===== config.mk =====
export PLATFORM = sky130hd
export DESIGN_NAME = fpsc_ctrl
export DESIGN_NICKNAME = d
export VERILOG_FILES = /design/src/logic/fpsc_pkg.sv /design/src/logic/fpsc_ctrl.sv /design/src/logic/fpsc_duty_limiter.sv
export SDC_FILE = /design/constraint.sdc
export NUM_CORES = 1
export LEC_CHECK = 0
export CORE_ASPECT_RATIO = 1.1
export CORE_MARGIN = 2
export CORE_UTILIZATION = 60
export CTS_CLUSTER_DIAMETER = 150
export DETAILED_ROUTE_END_ITERATION = 7
export DONT_BUFFER_PORTS = 1
export PLACE_DENSITY = 0.76
export SETUP_SLACK_MARGIN = 0.3
export SLEW_MARGIN = 5
export SYNTH_ARGS = -nofsm -noshare
export SYNTH_HDL_FRONTEND = slang
export SYNTH_SLANG_ARGS = --single-unit

===== constraint.sdc =====
create_clock -name core_clk -period 4.56 [get_ports core_clk]
set_clock_uncertainty 0.2 [all_clocks]
set_input_delay 0.456 -clock core_clk [delete_from_list [all_inputs] [get_ports core_clk]]
set_output_delay 0.456 -clock core_clk [all_outputs]
set_load 0.01 [all_outputs]

===== src/logic/fpsc_pkg.sv =====
/*
  Constants and state types for the buck shutdown and fault-protection controller.
  Assumes a 10 MHz core clock; every timing count is derived from the period below.
*/
package fpsc_pkg;

  localparam int CLK_PERIOD_NS   = 100;
  localparam int TIME_1MS_NS     = 1000000;
  localparam int MS_CYC_DFLT     = TIME_1MS_NS / CLK_PERIOD_NS;
  localparam int HICCUP_MS       = 20;
  localparam int HICCUP_CYC_DFLT = HICCUP_MS * MS_CYC_DFLT;
  localparam int TMR_W           = 18;

  // comparator sample point after the set pulse rises; a point in time, so round down, at least one cycle
  localparam int OC_SAMPLE_NS  = 75;
  localparam int OC_SAMPLE_CYC = (OC_SAMPLE_NS / CLK_PERIOD_NS < 1) ? 1 : OC_SAMPLE_NS / CLK_PERIOD_NS;

  // soft-stop slew of 0.625 mV/us, expressed in uV/us; reference step size is a plain default
  localparam int SLEW_UV_PER_US = 625;
  localparam int VREF_LSB_UV    = 5000;
  localparam int SLEW_STEP_NS   = VREF_LSB_UV * 1000 / SLEW_UV_PER_US;
  localparam int SLEW_STEP_CYC  = (SLEW_STEP_NS / CLK_PERIOD_NS < 1) ? 1 : SLEW_STEP_NS / CLK_PERIOD_NS;

  localparam logic [3:0] OC_TRIP_LIMIT  = 4'h8;
  localparam logic [1:0] OC_CONSEC_STEP = 2'h3;
  localparam logic [2:0] OC_RECOVER_RUN = 3'h4;

  // duty as a fraction of 256
  localparam logic [7:0] DUTY_HALF    = 8'h80;
  localparam logic [7:0] DUTY_QUARTER = 8'h40;
  localparam logic [7:0] DUTY_EIGHTH  = 8'h20;

  localparam logic [8:0] TEMP_OFFSET   = 9'h028;
  localparam logic [8:0] OT_LIMIT_DFLT = 9'h07D;
  localparam logic [9:0] OT_HYST       = 10'h019;

  localparam logic [1:0] OT_RESP_INHIBIT = 2'h0;
  localparam logic [1:0] OT_RESP_IGNORE  = 2'h1;
  localparam logic [1:0] OT_RESP_LATCH   = 2'h2;

  localparam logic [7:0] IOUT_BYTE_MAX = 8'hFF;

  typedef enum logic [2:0] {ST_OFF, ST_RUN, ST_DLY, ST_RAMP, ST_SLEW} fpsc_state_t;

  typedef struct packed {
    logic [1:0] level;
    logic [1:0] consec;
    logic [2:0] below;
    logic [7:0] duty;
  } fpsc_lim_t;

  typedef struct packed {
    logic             en_s1;
    logic             en_s2;
    logic             oc_s1;
    logic             oc_s2;
    logic             rz_s1;
    logic             rz_s2;
    logic             set_d;
    fpsc_state_t      state;
    logic [2:0]       samp_cnt;
    logic [TMR_W-1:0] pre;
    logic [6:0]       ms_left;
    logic [7:0]       slew_cnt;
    logic [3:0]       trips;
    logic             hiccup;
    logic [TMR_W-1:0] hic_cnt;
    logic             oc_lat;
    logic             ot_inh;
    logic             ot_lat;
    logic             conv_en;
    logic             ramp_act;
    logic             ref_step;
    logic [11:0]      iout;
    logic [7:0]       ibyte;
    logic             warn;
    logic [8:0]       temp;
    logic [7:0]       tbyte;
  } fpsc_ctl_t;

endpackage


===== src/logic/fpsc_ctrl.sv =====
/*
  Shutdown sequencing, overcurrent hiccup and latch, over-temperature response and
  current and temperature readback for a buck regulator. Pins enable_pin, oc_comp_pin and
  ref_at_zero are asynchronous; ADC words, pwm_set and configuration come from core_clk logic.
*/
`timescale 1ns/1ps
// Notes on behaviour
// - default stop on enable low is immediate, both drivers off, no ramp.
// - operation command can gate conversion; soft turn-off is selectable.
// - pmbus soft-off waits 0..127 ms in 1 ms steps before ramping.
// - pmbus soft-stop ramp lasts 1..127 ms in 1 ms steps.
// - turn-off delay exists only in pmbus mode.
// - processor-voltage-pin soft-stop slews reference down at 0.625 mV/us.
// - average current reported in 1/16 A steps.
// - 8-bit current byte in 1/4 A steps.
// - digitized current against warn limit raises overcurrent warning.
// - comparator sampled about 75 ns after set pulse rises.
// - eight total trips start hiccup: enable low 20 ms, then restart.
// - hiccup repeats while the overload persists.
// - overcurrent response is latch or hiccup, hiccup by default.
// - three consecutive trips step duty cap to half, quarter, eighth.
// - below an eighth duty no cut, trips only counted.
// - four clean cycles double the cap back toward nominal.
// - temperature reported in 1 degree steps.
// - 8-bit temperature byte equals temperature minus 40.
// - trip defaults to 125 C; default response disables conversion.
// - automatic restart after temperature falls 25 C below trip.
// - thermal response ignore, inhibit or latch; trip limit programmable.
module fpsc_ctrl
  import fpsc_pkg::*;
#(
  parameter int MS_CYC     = MS_CYC_DFLT,
  parameter int HICCUP_CYC = HICCUP_CYC_DFLT
)
(
  // clock and reset
  input  wire logic        core_clk,
  input  wire logic        rst,
  // asynchronous pins
  input  wire logic        enable_pin,
  input  wire logic        oc_comp_pin,
  input  wire logic        ref_at_zero,
  // switching-cycle timing
  input  wire logic        pwm_set,
  input  wire logic [7:0]  nominal_duty,
  // telemetry words
  input  wire logic [11:0] iout_adc,
  input  wire logic [7:0]  temp_code,
  // configuration
  input  wire logic        mode_pmbus,
  input  wire logic        op_ctrl_en,
  input  wire logic        op_on,
  input  wire logic        soft_off_en,
  input  wire logic [6:0]  off_delay_ms,
  input  wire logic [6:0]  stop_time_ms,
  input  wire logic        oc_resp_latch,
  input  wire logic [1:0]  ot_resp,
  input  wire logic        ot_limit_prog_en,
  input  wire logic [8:0]  ot_limit_prog,
  input  wire logic [11:0] iout_warn_limit,
  input  wire logic        clear_faults,
  // power stage control
  output logic             conv_enable,
  output logic             ref_ramp_active,
  output logic             ref_step,
  output logic      [7:0]  duty_limit,
  // status
  output logic             hiccup_active,
  output logic             oc_latched,
  output logic             ot_fault,
  output logic             oc_warn,
  // readback
  output logic      [11:0] read_iout,
  output logic      [7:0]  load_current_readback,
  output logic      [8:0]  read_temperature,
  output logic      [7:0]  die_heat_readback
);

  fpsc_ctl_t  s_reg;
  fpsc_ctl_t  s_next;
  logic       on_req;
  logic       ms_tick;
  logic       sample_now;
  logic       oc_trip;
  logic       trip_done;
  logic       lim_clear;
  logic [8:0] ot_limit;
  logic [8:0] temp_now;
  logic [9:0] temp_hyst;

  // the off state and hiccup also clear the limiter so a fresh start runs at nominal duty
  assign on_req     = s_reg.en_s2 && (!op_ctrl_en || op_on);
  assign ms_tick    = (s_reg.pre == '0);
  assign sample_now = (s_reg.samp_cnt == 3'h1) && s_reg.conv_en;
  assign oc_trip    = sample_now && s_reg.oc_s2;
  assign trip_done  = oc_trip && (s_reg.trips == OC_TRIP_LIMIT - 4'h1);
  assign ot_limit   = ot_limit_prog_en ? ot_limit_prog : OT_LIMIT_DFLT;
  assign temp_now   = {1'b0, temp_code} + TEMP_OFFSET;
  assign temp_hyst  = {1'b0, temp_now} + OT_HYST;
  assign lim_clear  = (s_reg.state == ST_OFF) || s_reg.hiccup;

  always_comb
  begin
    s_next = s_reg;
    s_next.en_s1    = enable_pin;
    s_next.en_s2    = s_reg.en_s1;
    s_next.oc_s1    = oc_comp_pin;
    s_next.oc_s2    = s_reg.oc_s1;
    s_next.rz_s1    = ref_at_zero;
    s_next.rz_s2    = s_reg.rz_s1;
    s_next.set_d    = pwm_set;
    s_next.ref_step = 1'b0;

    // sample point counted from the rising edge of the set pulse
    if (pwm_set && !s_reg.set_d)
      s_next.samp_cnt = 3'(OC_SAMPLE_CYC);
    else if (s_reg.samp_cnt != 3'h0)
      s_next.samp_cnt = s_reg.samp_cnt - 3'h1;

    if (ms_tick)
      s_next.pre = TMR_W'(MS_CYC - 1);
    else
      s_next.pre = s_reg.pre - 1'b1;

    case (s_reg.state)
      ST_OFF:
      begin
        if (on_req)
        begin
          s_next.state = ST_RUN;
          s_next.trips = 4'h0;
        end
      end
      ST_RUN:
      begin
        if (!on_req)
        begin
          s_next.pre = TMR_W'(MS_CYC - 1);
          if (!soft_off_en)
            s_next.state = ST_OFF;
          else if (!mode_pmbus)
          begin
            s_next.state    = ST_SLEW;
            s_next.slew_cnt = 8'(SLEW_STEP_CYC - 1);
          end
          else if (off_delay_ms != 7'h00)
          begin
            s_next.state   = ST_DLY;
            s_next.ms_left = off_delay_ms;
          end
          else
          begin
            s_next.state   = ST_RAMP;
            s_next.ms_left = (stop_time_ms == 7'h00) ? 7'h01 : stop_time_ms;
          end
        end
      end
      ST_DLY:
      begin
        if (on_req)
          s_next.state = ST_RUN;
        else if (ms_tick)
        begin
          if (s_reg.ms_left == 7'h01)
          begin
            s_next.state   = ST_RAMP;
            s_next.ms_left = (stop_time_ms == 7'h00) ? 7'h01 : stop_time_ms;
          end
          else
            s_next.ms_left = s_reg.ms_left - 7'h01;
        end
      end
      ST_RAMP:
      begin
        // once the ramp starts it runs to the end; re-enable waits for the off state
        if (ms_tick)
        begin
          if (s_reg.ms_left == 7'h01)
            s_next.state = ST_OFF;
          else
            s_next.ms_left = s_reg.ms_left - 7'h01;
        end
      end
      ST_SLEW:
      begin
        if (s_reg.rz_s2)
          s_next.state = ST_OFF;
        else if (s_reg.slew_cnt == 8'h00)
        begin
          s_next.ref_step = 1'b1;
          s_next.slew_cnt = 8'(SLEW_STEP_CYC - 1);
        end
        else
          s_next.slew_cnt = s_reg.slew_cnt - 8'h01;
      end
      default:
        s_next.state = ST_OFF;
    endcase
    s_next.ramp_act = (s_next.state == ST_RAMP) || (s_next.state == ST_SLEW);

    // overcurrent: total trips lead to hiccup or latch
    if (clear_faults && s_reg.oc_lat)
    begin
      s_next.oc_lat = 1'b0;
      s_next.trips  = 4'h0;
    end
    if (s_reg.hiccup)
    begin
      if (s_reg.hic_cnt == '0)
      begin
        s_next.hiccup = 1'b0;
        s_next.trips  = 4'h0;
      end
      else
        s_next.hic_cnt = s_reg.hic_cnt - 1'b1;
    end
    else if (oc_trip && !s_reg.oc_lat)
    begin
      s_next.trips = s_reg.trips + 4'h1;
      if (trip_done)
      begin
        if (oc_resp_latch)
          s_next.oc_lat = 1'b1;
        else
        begin
          s_next.hiccup  = 1'b1;
          s_next.hic_cnt = TMR_W'(HICCUP_CYC - 1);
        end
      end
    end

    // over-temperature; clear requests lose to a trip in the same cycle
    if (clear_faults)
      s_next.ot_lat = 1'b0;
    if (temp_now > ot_limit)
    begin
      if (ot_resp == OT_RESP_INHIBIT)
        s_next.ot_inh = 1'b1;
      else if (ot_resp == OT_RESP_LATCH)
        s_next.ot_lat = 1'b1;
    end
    else if (temp_hyst <= {1'b0, ot_limit} || ot_resp != OT_RESP_INHIBIT)
      s_next.ot_inh = 1'b0;

    s_next.conv_en = (s_next.state != ST_OFF) && !s_next.hiccup && !s_next.oc_lat
                     && !s_next.ot_inh && !s_next.ot_lat;

    // telemetry
    s_next.iout  = iout_adc;
    s_next.ibyte = (iout_adc[11:10] != 2'h0) ? IOUT_BYTE_MAX : iout_adc[9:2];
    s_next.warn  = (iout_adc >= iout_warn_limit);
    s_next.temp  = temp_now;
    s_next.tbyte = temp_code;
  end

  always_ff @(posedge core_clk or posedge rst)
  begin
    if (rst)
    begin
      s_reg       <= '0;
      s_reg.state <= ST_OFF;
      s_reg.temp  <= TEMP_OFFSET;
    end
    else
      s_reg <= s_next;
  end

  fpsc_duty_limiter u_limiter
  (
    .core_clk     (core_clk),
    .rst          (rst),
    .clear        (lim_clear),
    .sample_valid (sample_now),
    .sample_oc    (s_reg.oc_s2),
    .nominal_duty (nominal_duty),
    .duty_limit   (duty_limit),
    .limit_level  ()
  );

  assign conv_enable           = s_reg.conv_en;
  assign ref_ramp_active       = s_reg.ramp_act;
  assign ref_step              = s_reg.ref_step;
  assign hiccup_active         = s_reg.hiccup;
  assign oc_latched            = s_reg.oc_lat;
  assign ot_fault              = s_reg.ot_inh || s_reg.ot_lat;
  assign oc_warn               = s_reg.warn;
  assign read_iout             = s_reg.iout;
  assign load_current_readback = s_reg.ibyte;
  assign read_temperature      = s_reg.temp;
  assign die_heat_readback     = s_reg.tbyte;

  AST_IMMEDIATE_STOP: assert property (@(posedge core_clk) disable iff (rst)
    (s_reg.state == ST_RUN && !on_req && !soft_off_en) |=> !conv_enable && s_reg.state == ST_OFF)
    else $error("hard stop did not drop enable at once");

  AST_PMBUS_DELAY: assert property (@(posedge core_clk) disable iff (rst)
    (s_reg.state == ST_RUN && !on_req && soft_off_en && mode_pmbus && off_delay_ms != 7'h00)
    |=> s_reg.state == ST_DLY && s_reg.ms_left == $past(off_delay_ms) && conv_enable == $past(conv_enable))
    else $error("soft-off delay not entered");

  AST_NO_DELAY_OTHER_MODE: assert property (@(posedge core_clk) disable iff (rst)
    (s_reg.state == ST_RUN && !on_req && soft_off_en && !mode_pmbus) |=> s_reg.state == ST_SLEW)
    else $error("delay inserted outside pmbus mode");

  AST_RAMP_FLAG: assert property (@(posedge core_clk) disable iff (rst)
    $rose(s_reg.state == ST_RAMP) |-> ref_ramp_active && s_reg.ms_left != 7'h00)
    else $error("ramp started without active flag or length");

  AST_SLEW_SPACING: assert property (@(posedge core_clk) disable iff (rst)
    ref_step |=> (!ref_step)[*8])
    else $error("reference steps closer than slew rate allows");

  AST_HICCUP_OFF: assert property (@(posedge core_clk) disable iff (rst)
    $rose(hiccup_active) |-> (hiccup_active && !conv_enable)[*8])
    else $error("hiccup did not hold conversion off");

  AST_HICCUP_CLEARS: assert property (@(posedge core_clk) disable iff (rst)
    $fell(hiccup_active) |-> s_reg.trips == 4'h0)
    else $error("trip count survived hiccup restart");

  AST_LATCH_HOLDS: assert property (@(posedge core_clk) disable iff (rst)
    (oc_latched && !clear_faults) |=> oc_latched && !conv_enable)
    else $error("latched overcurrent released without clear");

  AST_WARN_COMPARE: assert property (@(posedge core_clk) disable iff (rst)
    oc_warn == (read_iout >= $past(iout_warn_limit)))
    else $error("warning disagrees with reported current");

  AST_CURRENT_BYTE: assert property (@(posedge core_clk) disable iff (rst)
    read_iout[11:10] == 2'h0 |-> load_current_readback == read_iout[9:2])
    else $error("current byte not quarter-amp scaled");

  AST_TEMP_OFFSET: assert property (@(posedge core_clk) disable iff (rst)
    read_temperature == {1'b0, die_heat_readback} + TEMP_OFFSET)
    else $error("temperature byte offset wrong");

  AST_OT_INHIBIT: assert property (@(posedge core_clk) disable iff (rst)
    (temp_now > ot_limit && ot_resp == OT_RESP_INHIBIT) |=> !conv_enable && ot_fault)
    else $error("over-temperature did not inhibit conversion");

  AST_OT_HYSTERESIS: assert property (@(posedge core_clk) disable iff (rst)
    (s_reg.ot_inh && ot_resp == OT_RESP_INHIBIT && temp_hyst > {1'b0, ot_limit}) |=> s_reg.ot_inh)
    else $error("thermal restart before hysteresis reached");

endmodule


===== src/logic/fpsc_duty_limiter.sv =====
/*
  Pulse-by-pulse duty limiter: steps the duty cap down on runs of overcurrent samples
  and back up on runs of clean samples. Expects one sample strobe per switching cycle.
*/
`timescale 1ns/1ps
module fpsc_duty_limiter
  import fpsc_pkg::*;
(
  // clock and reset
  input  wire logic       core_clk,
  input  wire logic       rst,
  // samples
  input  wire logic       clear,
  input  wire logic       sample_valid,
  input  wire logic       sample_oc,
  input  wire logic [7:0] nominal_duty,
  // limit
  output logic      [7:0] duty_limit,
  output logic      [1:0] limit_level
);

  fpsc_lim_t  s_reg;
  fpsc_lim_t  s_next;
  logic [7:0] cap;

  always_comb
  begin
    s_next = s_reg;
    if (clear)
    begin
      s_next.level  = 2'h0;
      s_next.consec = 2'h0;
      s_next.below  = 3'h0;
    end
    else if (sample_valid)
    begin
      if (sample_oc)
      begin
        s_next.below = 3'h0;
        // below an eighth there is nothing to cut; cycles are only counted upstream
        if (nominal_duty >= DUTY_EIGHTH && s_reg.level != 2'h3)
        begin
          if (s_reg.consec == OC_CONSEC_STEP - 2'h1)
          begin
            s_next.level  = s_reg.level + 2'h1;
            s_next.consec = 2'h0;
          end
          else
            s_next.consec = s_reg.consec + 2'h1;
        end
      end
      else
      begin
        s_next.consec = 2'h0;
        if (s_reg.level != 2'h0)
        begin
          if (s_reg.below == OC_RECOVER_RUN - 3'h1)
          begin
            s_next.level = s_reg.level - 2'h1;
            s_next.below = 3'h0;
          end
          else
            s_next.below = s_reg.below + 3'h1;
        end
      end
    end
    case (s_next.level)
      2'h1:    cap = DUTY_HALF;
      2'h2:    cap = DUTY_QUARTER;
      2'h3:    cap = DUTY_EIGHTH;
      default: cap = nominal_duty;
    endcase
    s_next.duty = (nominal_duty < cap) ? nominal_duty : cap;
  end

  always_ff @(posedge core_clk or posedge rst)
  begin
    if (rst)
      s_reg <= '0;
    else
      s_reg <= s_next;
  end

  assign duty_limit  = s_reg.duty;
  assign limit_level = s_reg.level;

  AST_DUTY_CAP_EIGHTH: assert property (@(posedge core_clk) disable iff (rst)
    limit_level == 2'h3 |-> duty_limit <= DUTY_EIGHTH)
    else $error("duty above an eighth at deepest limit level");

  AST_SMALL_DUTY_UNCUT: assert property (@(posedge core_clk) disable iff (rst)
    nominal_duty < DUTY_EIGHTH |=> duty_limit == $past(nominal_duty))
    else $error("duty below an eighth was reduced");

  AST_RECOVER_AFTER_FOUR: assert property (@(posedge core_clk) disable iff (rst)
    (sample_valid && !sample_oc && !clear && limit_level != 2'h0 && s_reg.below == 3'h3)
    |=> limit_level == $past(limit_level) - 2'h1)
    else $error("limit did not relax after four clean cycles");

endmodule


; ---- After elaboration in Yosys (flattened, before gate mapping)
; Index checks and enable logic that the tools add are counted.
[word_totals]
out_inout_bits = 52
inputBits = 78
register_bits = 128
word_cells = 190
[classes]
magnitude_cmp = 5
eq_ne = 28
n_mux = 67
n_reduce_logical = 48
add_sub_neg = 12
[op_table]
columns = op, n
row1 = 7-bit 2-to-1 mux, 11
row2 = 18-bit 2-to-1 mux, 3
row3 = 3-bit 2-to-1 mux, 14
row4 = 8-bit 2-to-1 mux, 5
row5 = 18-bit zero test, 2
row6 = "18-bit by 1-bit subtractor with 18-bit output, second input constant", 2
row7 = 33-bit 2-to-1 mux, 1
row8 = 24-bit 2-to-1 mux, 1
row9 = 8-bit case mux with 3 select lines, 1
row10 = 23-bit 2-to-1 mux, 1
row11 = "2-bit != test, second input constant", 11
row12 = 7-bit case mux with 3 select lines, 1
row13 = 20-bit 2-to-1 mux, 1
row14 = 19-bit 2-to-1 mux, 1
row15 = 4-bit 2-to-1 mux, 4
row16 = 8-bit case mux with 2 select lines, 1
row17 = 2-bit nonzero test, 8
row18 = 15-bit 2-to-1 mux, 1
row19 = 3-bit case mux with 5 select lines, 1
row20 = 1-bit 2-to-1 mux, 14
row21 = "3-bit by 2-bit equality test with 1-bit output, second input constant", 4
row22 = 12-bit >= comparator, 1
row23 = 1-bit logical AND, 12
row24 = 3-bit nonzero test, 4
row25 = other kinds (35), 55

; ---- Logic depth before layout (Yosys ltp)
[logic_depth]
ltp_word = 13
ltp_mapped = 14
ltp_nobuf = 14

; ---- Modules after synthesis
; A second synthesis with hierarchy kept.
[unflattened]
cells_unflattened = 706
hier_area_um2 = 6988.0
[by_module_without_submodules]
columns = mod, seq_area_each_um2, cells_each, area_per_inst_um2, n_inst
row1 = fpsc_ctrl, 2755.1, 604, 5993.2, 1
row2 = fpsc_duty_limiter, 375.4, 102, 994.7, 1

; ---- Worst setup path after synthesis
; No wires, ideal clock.
[synth_timing]
path_type = register -> register
start = reg u_limiter.s_reg, in the netlist u_limiter.limit_level[0]
end = reg u_limiter.s_reg, in the netlist u_limiter.duty_limit[7]
setup_time_ns = 0.082
setup_slack_ns = 1.087
path_stages_with_launch = 12
arrival_ns = 3.191
path_buffers = 0
synth_period_minus_slack_ns = 3.473
required_ns = 4.278
path_cell_list = dfrtp_1 -> inv_1 -> ha_1 -> or4b_1 -> a21boi_0 -> nor3_2 -> o21a_1 -> o21ai_0 -> ha_1 -> or4b_2 -> mux2_2 -> o22ai_1
[synth_rtl]
columns = element, line
row1 = "start, declared", fpsc_duty_limiter.sv:22  ; fpsc_lim_t s_reg;
row2 = "start signal, assigned", fpsc_duty_limiter.sv:81  ; s_reg <= s_next;

==> flow_summary.toml <==
[pwr]
comb_power_share_pct = 15.8
power.internal_mw = 2.291
peakVddDrop_v = 0.0003057
p_switching_uw = 928.6
seqPwrFrac_pct = 42.5
clockPowerShare_pct = 41.7
finalPower_mw = 3.220
p_leak_nw = 3.291
switching_share_pct = 28.84
pwr_density_cell_nw_per_um2 = 421.8

[grt]
grt_pass1_wl_um = 23980
grt_max_degree = 64
grt_pass1_vias = 5310
antenna_found_initial = 0
grtUsageTotal_pct = 24.55
grt_overflow = 0

[finish]
largest_reg_flops = 67
layout_commonest_cell = "dfrtp_1"
final_util_pct = 67.33
antennaDiodeCount = 0
final_cells = 856
drive_above_1_share_pct = 8.782
final_cell_mix = "dfrtp_1 (123), nor2_1 (58), ha_1 (49), nand2_1 (46)"
fin_nets = 820
num-fill-cells = 826
area_growth_pct = 10.89

[routing]
route.detailed.drc = 0
via_per_inst = 5.991
first_iter_violations = 276
antenna_left = 0
routed_wl_um = 14080
wl_per_cell_um = 16.44
dr_total_vias = 5128
drt-pass1-iter-count = 5

[setup_path]
critPathBufInv = 1
cp.arrival_ns = 4.01
required_ns = 4.62
cp_slowest_stage_delay_ns = 0.61
cp_max_fo = 8
startpoint_type = "flop"
path_cells = "inv_1 -> ha_1 -> or4b_1 -> a21boi_0 -> nor3_2 -> o21a_1 -> o21ai_0 -> ha_1 -> o21a_1 -> nor2_1 -> a211oi_1 -> nor2b_1"
crit_path_end_kind = "flop"
slowest_stage = "a211oi_1"
crit_type = "reg2reg"
cpLargestDelayFamily = "compound AO/OA/AOI/OAI gates"

[clocking]
cts_buffers = 17
cts_tree = "built"
root_buffer = "clkbuf_16"
cts_resized = 0
cts_max_level = 4
cts_sinks = 125
clk_pin_slew_ns = 0.06
clock_latency_ns = 0.41
clock_path_buffers = 2
postCtsSetupRepairBufs = 0

[place]
gp_congestion = 0.8310
place_hpwl_um = 9798
dp.cells = 791
portBuffers = 0

[hold_path]
hold_path_class = "in2reg"

[logic_synthesis]
synth_fp_nets = 824
synth_area_per_cell_um2 = 9.877
ys_warn_count = 0
synthTopCellsByArea = "dfrtp_1 (45%), ha_1 (8.9%), buf_4 (4.9%)"
async_reset_ff_share_pct = 100.0
ys_seq_area_share_pct = 45.47
synthCells = 697
synth_compound_area_share_pct = 13.49
syn_area_um2 = 6884
synthAdderAreaFrac_pct = 8.906
synth-main-ff-cell = "dfrtp_1"
synth.area.mux_share_pct = 0.6361
synthXorXnorAreaFrac_pct = 4.835
ys_types = 64
yosysTopAreaCellShare_pct = 44.71
synth_top_family_by_area = "simple AND/OR/NAND/NOR gates"
yosys.area_share.simple_pct = 18.87
synth_edf_count = 0
synth_top_cell_by_area = "dfrtp_1"
synth_seq_cells = 125

[status]
status = "finished, final reports clean"

[timing]
relSlewSlack_pct = 30.93
setup_viol = 0
worst_pin_slew_ns = 1.010
whs_ns = 0.01786
final.setup.tns_ns = 0
layout_min_cycle_time_ns = 3.951
timing.final.crit_share_pct = 86.64
slew_viol_final = 0
rsz0062_at_grt = "false"
fmax_ghz = 0.2531
hold_viol = 0

[floorplanning]
start_util_pct = 60.72
io_pins = 130
die_height_um = 116.3
dieArea_um2 = 12350
fp.coreArea_um2 = 11340
core.rowCount = 41
die_x_um = 106.1

[flow_run]
cap_violations = 0
## worst register-to-register path: stages (launching register included)
cell and delay [ns]:
dfrtp_1 0.41, inv_1 0.07, ha_1 0.26, or4b_1 0.53, a21boi_0 0.19, nor3_2 0.41
o21a_1 0.28, o21ai_0 0.10, ha_1 0.36, o21a_1 0.17, nor2_1 0.09, a211oi_1 0.61
nor2b_1 0.13
## Yosys cell counts, drive strengths merged, types with 8 or more instances
library cell,count
dfrtp,123
nor2,58
ha,49
buf,46
nand2,46
inv,39
o21ai,39
a21oi,26
xnor2,25
nor3,24
nor2b,19
or3,19
nor4,14
clkbuf,13
xor2,13
or4,12
nand2b,11
nand3,11
a21o,10
a31oi,8
## path summary, 6_finish.rpt
path	start	to	slack, ns	depth (start not counted)
min in group asynchronous	rst	s_next[111]	0.31	2
max in group asynchronous	rst	s_reg[102]	2.73	3
setup reg to reg	u_limiter.limit_level[0]	u_limiter.duty_limit[4]	0.61	12
hold reg to reg	s_next[107]	s_reg[107]	0.15	0
hold / removal	oc_resp_latch	oc_latched	0.02	2
setup / recovery	u_limiter.limit_level[0]	u_limiter.duty_limit[4]	0.61	12
## metal layers
metal / vias to the layer above / track usage [%] / share of wire (%)
li1: 2428 / - / -
met1: 2494 / 27.74 / 41
met2: 177 / 43.63 / 51
met3: 29 / 7.031 / 6.4
met4: 0 / 10.70 / 1.9
met5: - / 0 / 0
## per-stage QoR
| stage | cell area, µm² | setup slack (ns) |
|---|---|---|
| 4_1_cts | 7634 | 0.6690 |
| 3_5_place_dp | 6706 | 0.7145 |
| 5_1_grt | 7634 | 0.3609 |
| 3_3_place_gp | 6706 | 0.8986 |
| 2_1_floorplan | 6884 | 0.5797 |
| 6_report | 7634 | 0.6093 |
## kinds of logic (layout without fill, tap and decap cells)
| kind of cell | Yosys count | in the layout |
|---|---|---|
| AO/OA/AOI/OAI | 139 | 139 |
| XOR/XNOR | 38 | 38 |
| adder cells (fa/ha/maj) | 49 | 49 |
| buffers and inverters | 98 | 107 |
| flip-flops | 125 | 125 |
| multiplexers | 4 | 4 |
| AND/OR/NAND/NOR | 244 | 244 |
## power groups by stage
stage / Sequential, mW / Clock, mW / Combinational (mW)
final: 1.37 / 1.34 / 0.508
after global routing: 1.39 / 1.42 / 0.583
after CTS: 1.37 / 1.37 / 0.512
after detailed placement: 1.38 / 0 / 0.478
after global placement: 1.38 / 0 / 0.448
after floorplan: 1.34 / 0 / 0.429
## area by class of cell
class,instances,area (µm²),share of cell area [%]
Multi-Input combinational cell,474,3217,42.14
Sequential cell,125,3131,41.01
Inverter,39,148.9,1.951
Tap cell,150,187.7,2.459
Clock buffer,18,439.2,5.753
Timing Repair Buffer,36,352.8,4.622
Clock inverter,14,157.7,2.065
## timing repair
item	in CTS	in global routing
setup endpoints to repair	0	0
hold endpoints to repair	74	0
hold buffers	33	0
(Power assumes the default switching activity.)
